### src/rtl/etb_defs.svh
`ifndef ETB_DEFS_SVH
`define ETB_DEFS_SVH
// Register byte addresses
`define ETB_ADDR_CTRL      8'h00
`define ETB_ADDR_ACR       8'h04
`define ETB_ADDR_OPT_NV    8'h08
`define ETB_ADDR_DIVH      8'h0C
`define ETB_ADDR_DIVL      8'h10
`define ETB_ADDR_DIVH_NV   8'h14
`define ETB_ADDR_DIVL_NV   8'h18
`define ETB_ADDR_STATUS    8'h1C
`define ETB_ADDR_SEQ_LEN   8'h20
// Control register fields
`define ETB_CTRL_LAT       0
`define ETB_CTRL_PGM       1
`define ETB_CTRL_VALID     2
`define ETB_CTRL_REFSEL    3
`define ETB_CTRL_TGT_LO    4
`define ETB_CTRL_TGT_HI    5
// Divider high fields
`define ETB_DIVH_SECD      7
// Reset and shipped values
`define ETB_OPT_SHIPPED    8'hF0
`define ETB_DIVH_NV_INIT   8'h80
`define ETB_DIVL_NV_INIT   8'h00
`define ETB_SEQ_LEN_INIT   8'h04
// Program sequence targets
`define ETB_TGT_OPT        2'h0
`define ETB_TGT_DIVH       2'h1
`define ETB_TGT_DIVL       2'h2
// Timebase
`define ETB_TICK_NS        35000
`define ETB_CLK_NS         10
`endif

### src/rtl/etb_pkg.sv
`default_nettype none
package etb_pkg;
    typedef enum logic [1:0] {
        ETB_IDLE  = 2'b00,
        ETB_RUN   = 2'b01,
        ETB_HALT  = 2'b10
    } etb_state_type;
endpackage
`default_nettype wire

### src/rtl/etb_timebase_config.sv
// The AHB-Lite slave port and the register offsets were left to the implementer.
`include "etb_defs.svh"
`default_nettype none
module etb_timebase_config
(
    // Clock and reset
    input  wire logic         clk_i,
    input  wire logic         rst_i,
    // AHB-Lite slave
    input  wire logic         hsel_i,
    input  wire logic [31:0]  haddr_i,
    input  wire logic [1:0]   htrans_i,
    input  wire logic         hwrite_i,
    input  wire logic [2:0]   hsize_i,
    input  wire logic [31:0]  hwdata_i,
    input  wire logic         hready_i,
    output logic      [31:0]  hrdata_o,
    output logic              hreadyout_o,
    output logic              hresp_o,
    // Reference clock enables and low-power modes
    input  wire logic         xtal_ref_en_i,
    input  wire logic         wait_mode_i,
    input  wire logic         stop_mode_i,
    // Status outputs
    output logic              tick_o,
    output logic              high_voltage_o,
    output logic      [3:0]   block_protect_o,
    output logic              array_secure_o,
    output logic              access_blocked_o
);
    import etb_pkg::*;

    // ------------------------------------------------------------
    // Storage
    // ------------------------------------------------------------
    logic [7:0]    opt_nv_r  = `ETB_OPT_SHIPPED;
    logic [7:0]    acr_r;
    logic [7:0]    divh_r;
    logic [7:0]    divl_r;
    logic [7:0]    divh_nv_r = `ETB_DIVH_NV_INIT;
    logic [7:0]    divl_nv_r = `ETB_DIVL_NV_INIT;
    logic [7:0]    seq_len_r;
    logic          lat_r;
    logic          pgm_r;
    logic          valid_r;
    logic          refsel_r;
    logic [1:0]    tgt_r;
    logic [7:0]    wdat_r;
    logic          load_r;
    logic [10:0]   tb_cnt_r;
    logic [7:0]    seq_cnt_r;
    logic          tick_r;
    etb_state_type state_r;
    etb_state_type state_nxt;
    logic          wr_ph_r;
    logic [7:0]    wa_r;

    // ------------------------------------------------------------
    // Bus decode
    // ------------------------------------------------------------
    wire        addr_ph  = hsel_i && hready_i && htrans_i[1];
    wire        wr_en    = wr_ph_r;
    wire [7:0]  wd       = hwdata_i[7:0];
    wire [10:0] divisor  = {divh_r[2:0], divl_r};
    wire        sec_off  = divh_r[`ETB_DIVH_SECD];
    wire        div_wr_ok = !lat_r && sec_off;
    wire        nv_div_ok = sec_off && divh_nv_r[`ETB_DIVH_SECD];
    wire        busy     = (state_r != ETB_IDLE);
    wire        wr_ctrl  = wr_en && (wa_r == `ETB_ADDR_CTRL);
    wire        wr_divh  = wr_en && (wa_r == `ETB_ADDR_DIVH) && div_wr_ok;
    wire        wr_divl  = wr_en && (wa_r == `ETB_ADDR_DIVL) && div_wr_ok;
    wire        wr_seq   = wr_en && (wa_r == `ETB_ADDR_SEQ_LEN);
    wire        pgm_set  = wr_ctrl && wd[`ETB_CTRL_PGM] && lat_r && valid_r;
    wire        tgt_ok   = (tgt_r == `ETB_TGT_OPT) || nv_div_ok;
    wire        cap_opt  = wr_en && lat_r && (wa_r == `ETB_ADDR_OPT_NV);
    wire        cap_dh   = wr_en && lat_r && (wa_r == `ETB_ADDR_DIVH_NV) && nv_div_ok;
    wire        cap_dl   = wr_en && lat_r && (wa_r == `ETB_ADDR_DIVL_NV) && nv_div_ok;
    wire        ref_en   = refsel_r ? 1'b1 : xtal_ref_en_i;
    wire        tb_exp   = ref_en && (tb_cnt_r <= 11'h001);
    wire        seq_done = (state_r == ETB_RUN) && tick_r && (seq_cnt_r <= 8'h01);

    // ------------------------------------------------------------
    // Program sequence state machine
    // ------------------------------------------------------------
    always_comb
    begin
        state_nxt = state_r;
        case (state_r)
            ETB_IDLE:
            begin
                if (pgm_set && tgt_ok && !stop_mode_i)
                    state_nxt = ETB_RUN;
            end
            ETB_RUN:
            begin
                if (stop_mode_i && lat_r && pgm_r)
                    state_nxt = ETB_HALT;
                else if (stop_mode_i)
                    state_nxt = ETB_IDLE;
                else if (seq_done)
                    state_nxt = ETB_IDLE;
            end
            ETB_HALT:
            begin
                if (!stop_mode_i)
                    state_nxt = ETB_RUN;
            end
            default: state_nxt = ETB_IDLE;
        endcase
    end

    // ------------------------------------------------------------
    // Bus phase and control
    // ------------------------------------------------------------
    always_ff @(posedge clk_i or posedge rst_i)
    begin
        if (rst_i)
        begin
            wr_ph_r <= 1'b0;
            wa_r    <= 8'h00;
        end
        else if (hready_i)
        begin
            wr_ph_r <= addr_ph && hwrite_i;
            wa_r    <= haddr_i[7:0];
        end
    end

    always_ff @(posedge clk_i or posedge rst_i)
    begin
        if (rst_i)
        begin
            lat_r    <= 1'b0;
            pgm_r    <= 1'b0;
            refsel_r <= 1'b0;
            tgt_r    <= `ETB_TGT_OPT;
        end
        else
        begin
            if (wr_ctrl)
            begin
                refsel_r <= wd[`ETB_CTRL_REFSEL];
                pgm_r    <= pgm_set;
                lat_r    <= wd[`ETB_CTRL_LAT] || pgm_r;    // Latch held while pgm set
            end
            else if (seq_done || (state_r == ETB_RUN && stop_mode_i && !pgm_r))
                pgm_r <= 1'b0;
            if (cap_opt)
                tgt_r <= `ETB_TGT_OPT;
            else if (cap_dh)
                tgt_r <= `ETB_TGT_DIVH;
            else if (cap_dl)
                tgt_r <= `ETB_TGT_DIVL;
        end
    end

    always_ff @(posedge clk_i or posedge rst_i)
    begin
        if (rst_i)
        begin
            valid_r <= 1'b0;
            wdat_r  <= 8'h00;
        end
        else if (cap_opt || cap_dh || cap_dl)
        begin
            valid_r <= 1'b1;
            wdat_r  <= wd;
        end
        else if (wr_ctrl && !wd[`ETB_CTRL_LAT] && !pgm_r)
            valid_r <= 1'b0;
    end

    // ------------------------------------------------------------
    // Nonvolatile copies, kept across the block reset
    // ------------------------------------------------------------
    always_ff @(posedge clk_i)
    begin
        if (seq_done && tgt_r == `ETB_TGT_OPT)
            opt_nv_r <= wdat_r;
        if (seq_done && tgt_r == `ETB_TGT_DIVH && nv_div_ok)
            divh_nv_r <= wdat_r;
        if (seq_done && tgt_r == `ETB_TGT_DIVL && nv_div_ok)
            divl_nv_r <= wdat_r;
    end

    // ------------------------------------------------------------
    // Reset-loaded registers
    // ------------------------------------------------------------
    always_ff @(posedge clk_i or posedge rst_i)
    begin
        if (rst_i)
            load_r <= 1'b1;
        else
            load_r <= 1'b0;
    end

    always_ff @(posedge clk_i or posedge rst_i)
    begin
        if (rst_i)
        begin
            acr_r  <= 8'h00;
            divh_r <= 8'h00;
            divl_r <= 8'h00;
        end
        else if (load_r)
        begin
            acr_r  <= opt_nv_r;
            divh_r <= divh_nv_r;
            divl_r <= divl_nv_r;
        end
        else
        begin
            if (wr_divh)
                divh_r <= wd;
            if (wr_divl)
                divl_r <= wd;
        end
    end

    always_ff @(posedge clk_i or posedge rst_i)
    begin
        if (rst_i)
            seq_len_r <= `ETB_SEQ_LEN_INIT;
        else if (wr_seq)
            seq_len_r <= wd;
    end

    // ------------------------------------------------------------
    // Timebase and sequence timer
    // ------------------------------------------------------------
    always_ff @(posedge clk_i or posedge rst_i)
    begin
        if (rst_i)
        begin
            tb_cnt_r <= 11'h000;
            tick_r   <= 1'b0;
        end
        else
        begin
            tick_r <= tb_exp;
            if (tb_exp)
                tb_cnt_r <= divisor;
            else if (ref_en)
                tb_cnt_r <= tb_cnt_r - 11'h001;
        end
    end

    always_ff @(posedge clk_i or posedge rst_i)
    begin
        if (rst_i)
        begin
            state_r   <= ETB_IDLE;
            seq_cnt_r <= 8'h00;
        end
        else
        begin
            state_r <= state_nxt;
            if (state_r == ETB_IDLE || state_nxt == ETB_HALT)
                seq_cnt_r <= seq_len_r;                                 // restart
            else if (state_r == ETB_RUN && tick_r)
                seq_cnt_r <= seq_cnt_r - 8'h01;
        end
    end

    // ------------------------------------------------------------
    // Read mux and outputs
    // ------------------------------------------------------------
    logic [7:0] rd_r;
    wire  [7:0] ctrl_rd = {2'b00, tgt_r, refsel_r, valid_r, pgm_r, lat_r};
    wire  [7:0] stat_rd = {5'h00, busy, state_r};
    wire  [7:0] rd_nxt  =
        (haddr_i[7:0] == `ETB_ADDR_CTRL)    ? ctrl_rd   :
        (haddr_i[7:0] == `ETB_ADDR_ACR)     ? acr_r     :
        (haddr_i[7:0] == `ETB_ADDR_OPT_NV)  ? opt_nv_r  :
        (haddr_i[7:0] == `ETB_ADDR_DIVH)    ? divh_r    :
        (haddr_i[7:0] == `ETB_ADDR_DIVL)    ? divl_r    :
        (haddr_i[7:0] == `ETB_ADDR_DIVH_NV) ? divh_nv_r :
        (haddr_i[7:0] == `ETB_ADDR_DIVL_NV) ? divl_nv_r :
        (haddr_i[7:0] == `ETB_ADDR_STATUS)  ? stat_rd   :
        (haddr_i[7:0] == `ETB_ADDR_SEQ_LEN) ? seq_len_r : 8'h00;

    always_ff @(posedge clk_i or posedge rst_i)
    begin
        if (rst_i)
            rd_r <= 8'h00;
        else if (addr_ph && !hwrite_i)
            rd_r <= rd_nxt;
    end

    assign hrdata_o         = {24'h00_0000, rd_r};
    assign hreadyout_o      = 1'b1;
    assign hresp_o          = 1'b0;
    assign tick_o           = tick_r;
    assign high_voltage_o   = (state_r == ETB_RUN) && pgm_r && lat_r;
    assign block_protect_o  = acr_r[3:0];
    assign array_secure_o   = !acr_r[4];
    assign access_blocked_o = busy;

    // ------------------------------------------------------------
    // Checks
    // ------------------------------------------------------------
    a_div_locked: assert property (@(posedge clk_i) disable iff (rst_i)
        (!sec_off && !load_r) |=> $stable(divh_r) && $stable(divl_r))
        else $error("Divider changed while locked");
    a_acr_load: assert property (@(posedge clk_i) disable iff (rst_i)
        load_r |=> (acr_r == $past(opt_nv_r)))
        else $error("Config not loaded");
    a_hv_gate: assert property (@(posedge clk_i) disable iff (rst_i)
        high_voltage_o |-> lat_r && valid_r)
        else $error("High voltage without capture");
    a_halt_no_hv: assert property (@(posedge clk_i) disable iff (rst_i)
        (state_r == ETB_HALT) |-> !high_voltage_o && access_blocked_o)
        else $error("Voltage during stop");
    a_tick_reload: assert property (@(posedge clk_i) disable iff (rst_i)
        tb_exp |=> (tb_cnt_r == $past(divisor)) && tick_o)
        else $error("Timebase not reloaded");
    a_abort_stop: assert property (@(posedge clk_i) disable iff (rst_i)
        (state_r == ETB_RUN && stop_mode_i && !pgm_r) |=> state_r == ETB_IDLE)
        else $error("Sequence not terminated");
    a_wait_free: assert property (@(posedge clk_i) disable iff (rst_i)
        (state_r == ETB_RUN && wait_mode_i && !stop_mode_i && !seq_done)
        |=> state_r == ETB_RUN)
        else $error("Wait disturbed sequence");
    a_div_write: assert property (@(posedge clk_i) disable iff (rst_i)
        (wr_en && wa_r == `ETB_ADDR_DIVL && lat_r && !load_r) |=> $stable(divl_r))
        else $error("Divider written while latched");
endmodule
`default_nettype wire

### config.mk
export PLATFORM = sky130hd
export DESIGN_NAME = etb_timebase_config
export DESIGN_NICKNAME = d
export VERILOG_FILES = /design/src/rtl/etb_pkg.sv /design/src/rtl/etb_timebase_config.sv
export VERILOG_INCLUDE_DIRS = /design/src /design/src/rtl
export SDC_FILE = /design/constraint.sdc
export NUM_CORES = 1
export LEC_CHECK = 0
export BUFFER_PORTS_ARGS = -buffer_cell sky130_fd_sc_hd__buf_4
export CORE_UTILIZATION = 40
export CTS_CLUSTER_SIZE = 14
export DETAILED_ROUTE_END_ITERATION = 16
export GPL_TIMING_DRIVEN = 0
export PLACE_DENSITY = 0.7
export SYNTH_ARGS = -nofsm -noshare
export SYNTH_HDL_FRONTEND = slang
export SYNTH_SLANG_ARGS = --single-unit
### constraint.sdc
create_clock -name clk_i -period 3.7 [get_ports clk_i]
set_clock_uncertainty 0.05 [all_clocks]
set_input_delay 0.185 -clock clk_i [delete_from_list [all_inputs] [get_ports clk_i]]
set_output_delay 0.185 -clock clk_i [all_outputs]
set_load 0.01 [all_outputs]
==> results of run 1 <==
==> through the flow <==
stage | power (mW) | setup slack, ns
final | 2.79 | 0.564
after global routing | 2.91 | 0.400
after CTS | 2.80 | 0.584
after global placement | 1.81 | 0.0998
after detailed placement | 1.83 | 0.615
after floorplan | 1.68 | 1.00
==> cells by family (layout without fill, tap and decap cells) <==
kind of cell | after synthesis | after routing | share of synthesized area [%]
simple gates | 159 | 159 | 14.4
compound gates | 138 | 138 | 15.7
flops | 110 | 110 | 50.7
buf+inv | 72 | 131 | 6.88
mux | 58 | 58 | 11.2
fa+ha+maj | 4 | 4 | 0.882
other cells | 2 | 27 | 0.132
xor+xnor | 1 | 1 | 0.154
==> state kept, by name, indices dropped and copies added, names as in the netlist <==
name,count
acr_r,8
wr_en,1
opt_nv_r,8
pgm_r,1
rd_r,8
refsel_r,1
divl_nv_r,8
lat_r,1
wdat_r,8
tick_o,1
load_r,1
divh_r,8
state_r,2
seq_len_r,8
divh_nv_r,8
seq_cnt_r,8
divl_r,8
wa_r,8
tb_cnt_r,11
tgt_r,2
valid_r,1
==> synth_stat cells (6+ instances only) <==
| master | n | area share (%) |
|---|---|---|
| a31oi_1 | 6 | 0.66 |
| o21ai_1 | 8 | 0.71 |
| nor4_1 | 8 | 0.88 |
| edfxtp_1 | 24 | 13 |
| nand3_1 | 23 | 2.0 |
| buf_4 | 30 | 4.0 |
| nor3_1 | 10 | 0.88 |
| nor2_1 | 25 | 1.7 |
| inv_1 | 20 | 1.3 |
| nor2b_1 | 7 | 0.77 |
| or3_1 | 6 | 0.66 |
| nand2_1 | 45 | 3.0 |
| o22ai_1 | 7 | 0.77 |
| clkbuf_1 | 21 | 1.4 |
| mux2_2 | 34 | 6.7 |
| dfrtp_1 | 84 | 37 |
| o21ai_0 | 34 | 3.0 |
| a21oi_1 | 33 | 2.9 |
| a221oi_1 | 6 | 0.93 |
| mux2i_1 | 23 | 4.1 |
==> cell type report <==
type / count / area (um^2) / area share [%]
buffer: 52 / 315 / 4.74
inverter: 20 / 77.6 / 1.17
multi-input combinational: 387 / 2510 / 37.7
sequential: 110 / 2880 / 43.3
timing repair buffer: 43 / 348 / 5.23
clock inverter: 7 / 73.8 / 1.11
tap: 180 / 225 / 3.39
clock buffer: 9 / 225 / 3.39
==> metal layers <==
layer  vias up  global-route usage, %
met1      2221                   27.3
met5         -                      0
met2       173                   35.1
met3        35                   3.90
met4         0                   11.6
li1       2117                      -
==> power by group through the flow <==
| stage | registers, mW | logic (mW) | clock network [mW] |
|---|---|---|---|
| floorplan | 1.43 | 0.247 | 0 |
| global placement | 1.45 | 0.358 | 0 |
| detailed placement | 1.46 | 0.373 | 0 |
| CTS | 1.44 | 0.377 | 0.990 |
| global route | 1.45 | 0.422 | 1.03 |
| finish | 1.44 | 0.377 | 0.970 |
==> repair_timing <==
action | in CTS | in global routing
endpoints found under the hold margin | 14 | 0
setup endpoints to repair | 0 | 0
hold buffers | 2 | 0
==> path summary, 6_finish.rpt <==
path / from / end / slack (ns)
worst max-delay path: state_r[0] / divh_nv_r[1] / 0.56
worst min-delay path: haddr_i[6] / wa_r[6] / 0.05
worst max register to register: state_r[0] / divh_nv_r[1] / 0.56
worst min register to register: wdat_r[3] / opt_nv_r[3] / 0.45
max in group asynchronous: rst_i / load_r / 2.71
min in group asynchronous: rst_i / seq_cnt_r[0] / 0.26
==> flow_summary_export.csv, run 1 <==
group,metric,value,unit
run_status,run_status,"complete, no violations",
die,core_area,0.0139,mm^2
drt,top_layer,"met4",
cells_and_area,fillCellCount,1290,
synthesis,netlist_area,0.00567,mm^2
pwr,p_leak,2.93,nW
cells_and_area,syn2layout_area_growth,17.2,%
sta,setup_viol,0,
setup_path,critical-path-top-delay-family,"simple AND/OR/NAND/NOR gates",
synthesis,yosysSeqAreaShare,50.7,%
drt,wl,14800,um
cells_and_area,mostFrequentLayoutCells,"dfrtp_1, buf_4, nand2_1, mux2_2, o21ai_0",
setup_path,slowest_delay,1.09,ns
pwr,power_density,419,mW/mm^2
clocking,postCtsSetupBuffers,0,
drt,initialDrtViolationCount,423,
pwr,internal_power,2.04,mW
sta,min_period,3.14,ns
pwr,switching_share,26.7,%
cells_and_area,layout.cells.non_filler,808,
drt,drc_errors,0,
sta,final_max_slew_viol_count,0,
sta,hold_viol_final,0,
setup_path,path_depth,5,
clocking,clk_pin_slew,0.07,ns
sta,holdWs,0.0484,ns
clocking,clock_sinks,110,
cells_and_area,fin_area,0.00665,mm^2
setup_path,cp_cell_sequence,"clkbuf_1 -> and3b_1 -> nand3b_1 -> or3_1 -> nor3_1",
pwr,power_frac_comb,13.5,%
synthesis,postSynthCellCount,544,
placement,hpwl,11300,um
die,die_area,0.0147,mm^2
placement,placed_cells,790,
hold_path,hp-class,"in -> reg",
clocking,tritoncts,"built",
synthesis,synth_ff_type,"dfrtp_1",
setup_path,critPathKind,"reg -> reg",
drt,wire_per_inst,18.3,um
cells_and_area,nets,704,
pwr,clkPwrFrac,34.8,%
setup_path,ff2ff_path_depth,5,
clocking,insertion_delay,0.35,ns
job,drv_cap,0,
global_routing,antenna_found_initial,0,
sta,fin_crit_sh,84.7,%
drt,drtAntennaViolNets,0,
synthesis,synth_cell_types,61,
setup_path,cp_max_fo,10,
clocking,ctsResizeCount,0,
placement,post_dp_cell_area,0.00633,mm^2
sta,timing.setup.tns,0,ns
cells_and_area,final_common_cell,"dfrtp_1",
sta,rsz0062_at_grt,"false",
cells_and_area,drive_gt1_share,21.0,%
cells_and_area,utilization,47.9,%
die,start_util,40.9,%
pwr,seq_power_share,51.6,%
drt,via_per_inst,5.63,
clocking,htree_num_levels,3,
sta,slew_headroom,12.3,%
drt,routed-via-count,4546,
die,io_pins,119,
setup_path,worstPathBufferInverterCount,1,
clocking,cts_made_buffers,9,
synthesis,synth-edff-count,24,
synthesis,ys_seq_elements,110,
clocking,cts-root-buf,"clkbuf_16",
global_routing,grt_pass1_wl,23700,um
pwr,switchingPower,744,uW
die,rows,43,
drt,first_pass_iters,4,
setup_path,end_kind,"flip-flop",
setup_path,cp.arrival,3.05,ns
sta,fmax,319,MHz
synthesis,avgSynthCellArea,10.4,um^2
synthesis,ys_warn_count,0,
die,die_y,121,um
global_routing,globalRouteTotalUtil,21.6,%
synthesis,async_reset_ff_share,78.2,%
placement,gp_congestion,0.964,
drt,met2_length,7160,um
cells_and_area,diodes,0,
setup_path,slowest_stage,"nor3_1",
drt,dr_wl_met3,864,um
clocking,clock_path_buffers,2,
global_routing,gr-total-overflow,0,
placement,io_buffers,39,
global_routing,grt_max_degree,74,
drt,wl_met1,6210,um
hold_path,whs_path_depth,2,
setup_path,required,3.61,ns
setup_path,start_kind,"flip-flop",
global_routing,grt_pass1_vias,4383,
pwr,ir_drop,257,uV
die,die_w,121,um
sta,worst_pin_slew,1.31,ns
No activity file was read; power rests on OpenSTA's default activity.
==> run 2: changes to the inputs <==
--- a/config.mk
+++ b/config.mk
@@ -11,7 +11,7 @@
 export CTS_CLUSTER_SIZE = 14
 export DETAILED_ROUTE_END_ITERATION = 16
 export GPL_TIMING_DRIVEN = 0
-export PLACE_DENSITY = 0.7
+export PLACE_DENSITY = 0.73
 export SYNTH_ARGS = -nofsm -noshare
 export SYNTH_HDL_FRONTEND = slang
 export SYNTH_SLANG_ARGS = --single-unit
==> constraint.sdc (replaced) <==
create_clock -name clk_i -period 2.7 [get_ports clk_i]
set_clock_uncertainty 0.05 [all_clocks]
set_input_delay 0.135 -clock clk_i [delete_from_list [all_inputs] [get_ports clk_i]]
set_output_delay 0.135 -clock clk_i [all_outputs]
set_load 0.01 [all_outputs]
==> flow_summary_export.csv, run 2 (synthesis gave the netlist of run 1 again) <==
group,metric,value,unit
setup_path,required,2.87,ns
drt,drc_errors,0,
global_routing,antenna_found_initial,0,
clocking,insertion_delay,0.36,ns
cells_and_area,top_register,"tb_cnt_r",
global_routing,globalRouteTotalUtil,22.0,%
cells_and_area,syn2layout_area_growth,18.9,%
sta,hold_viol_final,0,
cells_and_area,mostFrequentLayoutCells,"dfrtp_1, buf_4, nand2_1, mux2_2, o21ai_0",
setup_path,cp.arrival,2.67,ns
setup_path,start_kind,"flip-flop",
sta,final_max_slew_viol_count,0,
global_routing,top_usage_layer,"met2",
drt,wire_per_inst,18.8,um
setup_path,critPathKind,"reg -> reg",
cells_and_area,final_common_cell,"dfrtp_1",
placement,post_dp_cell_area,0.00633,mm^2
sta,holdWs,0.0167,ns
clocking,clock_path_buffers,2,
cells_and_area,diodes,0,
setup_path,reg2reg_from,"wa_r[5]",
clocking,cts_made_buffers,9,
pwr,power_density,586,mW/mm^2
setup_path,end_kind,"flip-flop",
sta,setup_viol,0,
cells_and_area,fin_area,0.00675,mm^2
clocking,clock_sinks,110,
die,core_area,0.0139,mm^2
clocking,cts-root-buf,"clkbuf_16",
run_status,run_status,"complete, no violations",
pwr,ir_drop,413,uV
drt,wl,15200,um
global_routing,grt_pass1_wl,24300,um
die,die_y,121,um
sta,fin_crit_sh,92.8,%
global_routing,met1_usage,28.6,%
global_routing,use_met2,35.8,%
sta,slew_headroom,45.2,%
cells_and_area,nets,708,
drt,first_pass_iters,5,
setup_path,startpoint,"wa_r[5]",
clocking,tritoncts,"built",
global_routing,grt_max_degree,69,
sta,worst_pin_slew,0.814,ns
cells_and_area,multiInputGateArea,0.00254,mm^2
drt,via_per_inst,5.60,
sta,timing.setup.tns,0,ns
drt,drtAntennaViolNets,0,
sta,rsz0062_at_grt,"false",
clocking,htree_num_levels,3,
sta,min_period,2.51,ns
hold_path,hp-class,"in -> reg",
global_routing,gr-total-overflow,0,
placement,gp_congestion,0.959,
pwr,p_leak,2.95,nW
sta,fmax,399,MHz
drt,initialDrtViolationCount,347,
cells_and_area,drive_gt1_share,21.2,%
clocking,clk_pin_slew,0.07,ns
die,io_pins,119,
global_routing,grt_pass1_vias,4414,
drt,routed-via-count,4547,
die,start_util,40.9,%
placement,io_buffers,39,
die,die_w,121,um
setup_path,setup.worst_path.end,"divl_r[5]",
setup_path,ff2ff_path_depth,6,
cells_and_area,fillCellCount,1284,
global_routing,grt_util_met3,5.12,%
setup_path,r2r_setup_slack,0.19,ns
setup_path,cp_max_fo,8,
cells_and_area,largest_register_ffs,11,
setup_path,reg2reg_to,"divl_r[5]",
die,rows,43,
placement,hpwl,11500,um
job,drv_cap,0,
cells_and_area,final-seq-area,0.00288,mm^2
die,die_area,0.0147,mm^2
[run 2: worst max-delay path, cell delays in order, from the launching register on]
cell and delay [ns]:
dfrtp_1 0.41, or4b_1 0.63, or4_1 0.42, or4_1 0.44, buf_6 0.18, mux2i_1 0.17
o21ai_1 0.07
[run 2: metal layers]
layer	share of wire, %	wire, um
met5	0	0
met4	2.6	393
met3	6.5	983
met2	48	7280
met1	43	6570
[run 2: final cells by class]
cell class,instances,share of cell area [%]
flip-flops and latches,110,42.6
multi-input cells,387,37.7
repair buffers,47,5.75
plain buffers,52,4.67
clock buffers,11,3.45
well taps,180,3.34
clock inverters,5,1.35
inverters,20,1.15
[run 2: worst min path at each step]
stage / from / end / slack, ns / cells past startpoint
final: haddr_i[4] / wa_r[4] / 0.02 / 2
after global routing: hwdata_i[6] / wdat_r[6] / 0.008 / 2
after CTS: hwdata_i[3] / refsel_r / 0.003 / 2
after detailed placement: rst_i / tb_cnt_r[0] / 0.05 / 2
after global placement: stop_mode_i / state_r[0] / 0.29 / 2
after floorplan: stop_mode_i / state_r[0] / 0.16 / 1
[run 2: report_power, final]
| group | total (mW) | internal [mW] | leakage (nW) | switching (mW) |
|---|---|---|---|---|
| clock | 1.45 | 0.829 | 0.158 | 0.621 |
| sequential | 1.98 | 1.83 | 1.24 | 0.149 |
| combinational | 0.528 | 0.251 | 1.55 | 0.277 |
[run 2: metrics by stage]
stage          utilization, %  power, mW  setup slack [ns]  std cells
5_1_grt                  48.6       4.13            0.0413        812
2_1_floorplan               -       2.30           0.00292        569
3_5_place_dp             45.6       2.52            -0.353        790
6_report                 48.6       3.96             0.195        812
4_1_cts                  48.5       3.97            0.0291        812
3_3_place_gp             45.3       2.48            -0.791        788
[run 2: timing repair]
item                                    CTS  global route
endpoints found under the setup margin   17            17
hold endpoints to repair                 24             0
setup buffers                             0             0
gates resized for setup                   3             3
hold buffers                              6             0
pin swaps                                 0             0
==> run 3: changes to the inputs <==
--- a/config.mk
+++ b/config.mk
@@ -6,12 +6,13 @@
 export SDC_FILE = /design/constraint.sdc
 export NUM_CORES = 1
 export LEC_CHECK = 0
-export BUFFER_PORTS_ARGS = -buffer_cell sky130_fd_sc_hd__buf_4
+export BUFFER_PORTS_ARGS = -buffer_cell sky130_fd_sc_hd__buf_2
 export CORE_UTILIZATION = 40
 export CTS_CLUSTER_SIZE = 14
 export DETAILED_ROUTE_END_ITERATION = 16
 export GPL_TIMING_DRIVEN = 0
 export PLACE_DENSITY = 0.73
+export RECOVER_POWER = 50
 export SYNTH_ARGS = -nofsm -noshare
 export SYNTH_HDL_FRONTEND = slang
 export SYNTH_SLANG_ARGS = --single-unit
==> flow_summary_export.csv, run 3 (synthesis gave the netlist of run 1 again) <==
group,metric,value,unit
run_status,run_status,"complete, no violations",
clocking,cts-root-buf,"clkbuf_16",
setup_path,critical-path-top-delay-family,"simple AND/OR/NAND/NOR gates",
global_routing,gr-total-overflow,0,
drt,wire_per_inst,18.7,um
drt,drc_errors,0,
sta,min_period,2.52,ns
sta,setup_viol,0,
die,start_util,40.9,%
sta,worst_pin_slew,1.03,ns
clocking,tritoncts,"built",
die,die_area,0.0147,mm^2
drt,via_per_inst,5.69,
global_routing,grt_pass1_vias,4453,
hold_path,hp-class,"in -> reg",
setup_path,cp_max_fo,10,
cells_and_area,final_common_cell,"dfrtp_1",
drt,initialDrtViolationCount,447,
sta,fin_crit_sh,93.5,%
sta,fmax,396,MHz
placement,placed_cells,789,
global_routing,antenna_found_initial,0,
sta,slew_headroom,30.8,%
cells_and_area,fin_area,0.00659,mm^2
pwr,p_leak,2.89,nW
setup_path,slowest_delay,0.57,ns
die,die_y,121,um
cells_and_area,mostFrequentLayoutCells,"dfrtp_1, nand2_1, buf_2, mux2_2, o21ai_0",
sta,holdWs,0.0174,ns
drt,wl,15200,um
cells_and_area,top_register,"tb_cnt_r",
placement,io_buffers,39,
setup_path,start_kind,"flip-flop",
die,core_area,0.0139,mm^2
sta,rsz0062_at_grt,"false",
sta,timing.setup.tns,0,ns
global_routing,grt_pass1_wl,24400,um
setup_path,critPathKind,"reg -> reg",
sta,final_max_slew_viol_count,0,
setup_path,worstPathBufferInverterCount,1,
cells_and_area,largest_register_ffs,11,
clocking,insertion_delay,0.36,ns
cells_and_area,utilization,47.5,%
cells_and_area,drive_gt1_share,21.1,%
placement,gp_congestion,0.951,
die,rows,43,
placement,hpwl,11300,um
sta,hold_viol_final,0,
clocking,clock_sinks,110,
setup_path,cp.arrival,2.49,ns
clocking,cts_made_buffers,9,
placement,post_dp_cell_area,0.00622,mm^2
cells_and_area,syn2layout_area_growth,16.2,%
die,die_w,121,um
drt,routed-via-count,4606,
setup_path,end_kind,"flip-flop",
pwr,ir_drop,378,uV
clocking,clock_path_buffers,2,
global_routing,globalRouteTotalUtil,22.1,%
drt,first_pass_iters,5,
global_routing,grt_max_degree,69,
pwr,power_density,584,mW/mm^2
clocking,htree_num_levels,3,
cells_and_area,diodes,0,
die,io_pins,119,
job,drv_cap,0,
setup_path,slowest_stage,"or3_1",
setup_path,cp_cell_sequence,"clkbuf_1 -> and3b_1 -> nand3b_1 -> or3_1 -> nor3_4",
drt,drtAntennaViolNets,0,
cells_and_area,layout.cells.non_filler,810,
setup_path,required,2.66,ns
cells_and_area,nets,706,
clocking,clk_pin_slew,0.07,ns
[run 3: path summary, 6_finish.rpt]
| check | from | endpoint | slack, ns | cells after the start |
|---|---|---|---|---|
| setup / recovery | state_r[0] | divh_nv_r[5] | 0.18 | 5 |
| hold / removal | haddr_i[1] | wa_r[1] | 0.02 | 2 |
| setup reg to reg | state_r[0] | divh_nv_r[5] | 0.18 | 5 |
| hold reg to reg | wdat_r[2] | opt_nv_r[2] | 0.45 | 0 |
| max in group asynchronous | rst_i | rd_r[2] | 0.77 | 4 |
| min in group asynchronous | rst_i | tb_cnt_r[0] | 0.39 | 3 |
[run 3: through the flow]
step	total power [mW]	setup WS, ns
after floorplan	2.30	0.00292
after global placement	2.46	-0.766
after detailed placement	2.49	-0.308
after CTS	3.86	0.0423
after global routing	4.01	0.0453
final	3.85	0.175
[run 3: per-layer routing]
metal / track usage (%) / up-vias / part of all wire (%)
met5: 0 / - / 0
met4: 9.18 / 0 / 3.2
met3: 4.37 / 36 / 5.9
met2: 35.1 / 207 / 46
met1: 29.4 / 2248 / 45
li1: - / 2115 / -
[run 3: timing repair]
item	CTS	global route
hold buffers	4	0
setup buffers	0	1
hold endpoints to repair	21	0
pin swaps	0	1
endpoints found under the setup margin	24	25
gates resized for setup	3	3
[run 3: area by class of cell]
cell class / instances / area [um^2]
Buffer: 52 / 315
Clock buffer: 9 / 225
Clock inverter: 7 / 80.1
Fill cell: 1288 / 7290
Inverter: 20 / 76.3
Multi-Input combinational cell: 387 / 2540
Sequential cell: 110 / 2880
Tap cell: 180 / 225
Timing Repair Buffer: 45 / 248
[run 3: worst reg2reg max path: cells and delay by family (launching register included)]
family / cells / cell delay (ns)
AND/OR/NAND/NOR: 4 / 1.46
buffers and inverters: 1 / 0.35
flip-flops: 1 / 0.33
[run 3: report_power, final]
part	total [mW]	switching, mW	internal (mW)
clock	1.38	0.644	0.733
sequential	1.98	0.147	1.83
combinational	0.495	0.276	0.219
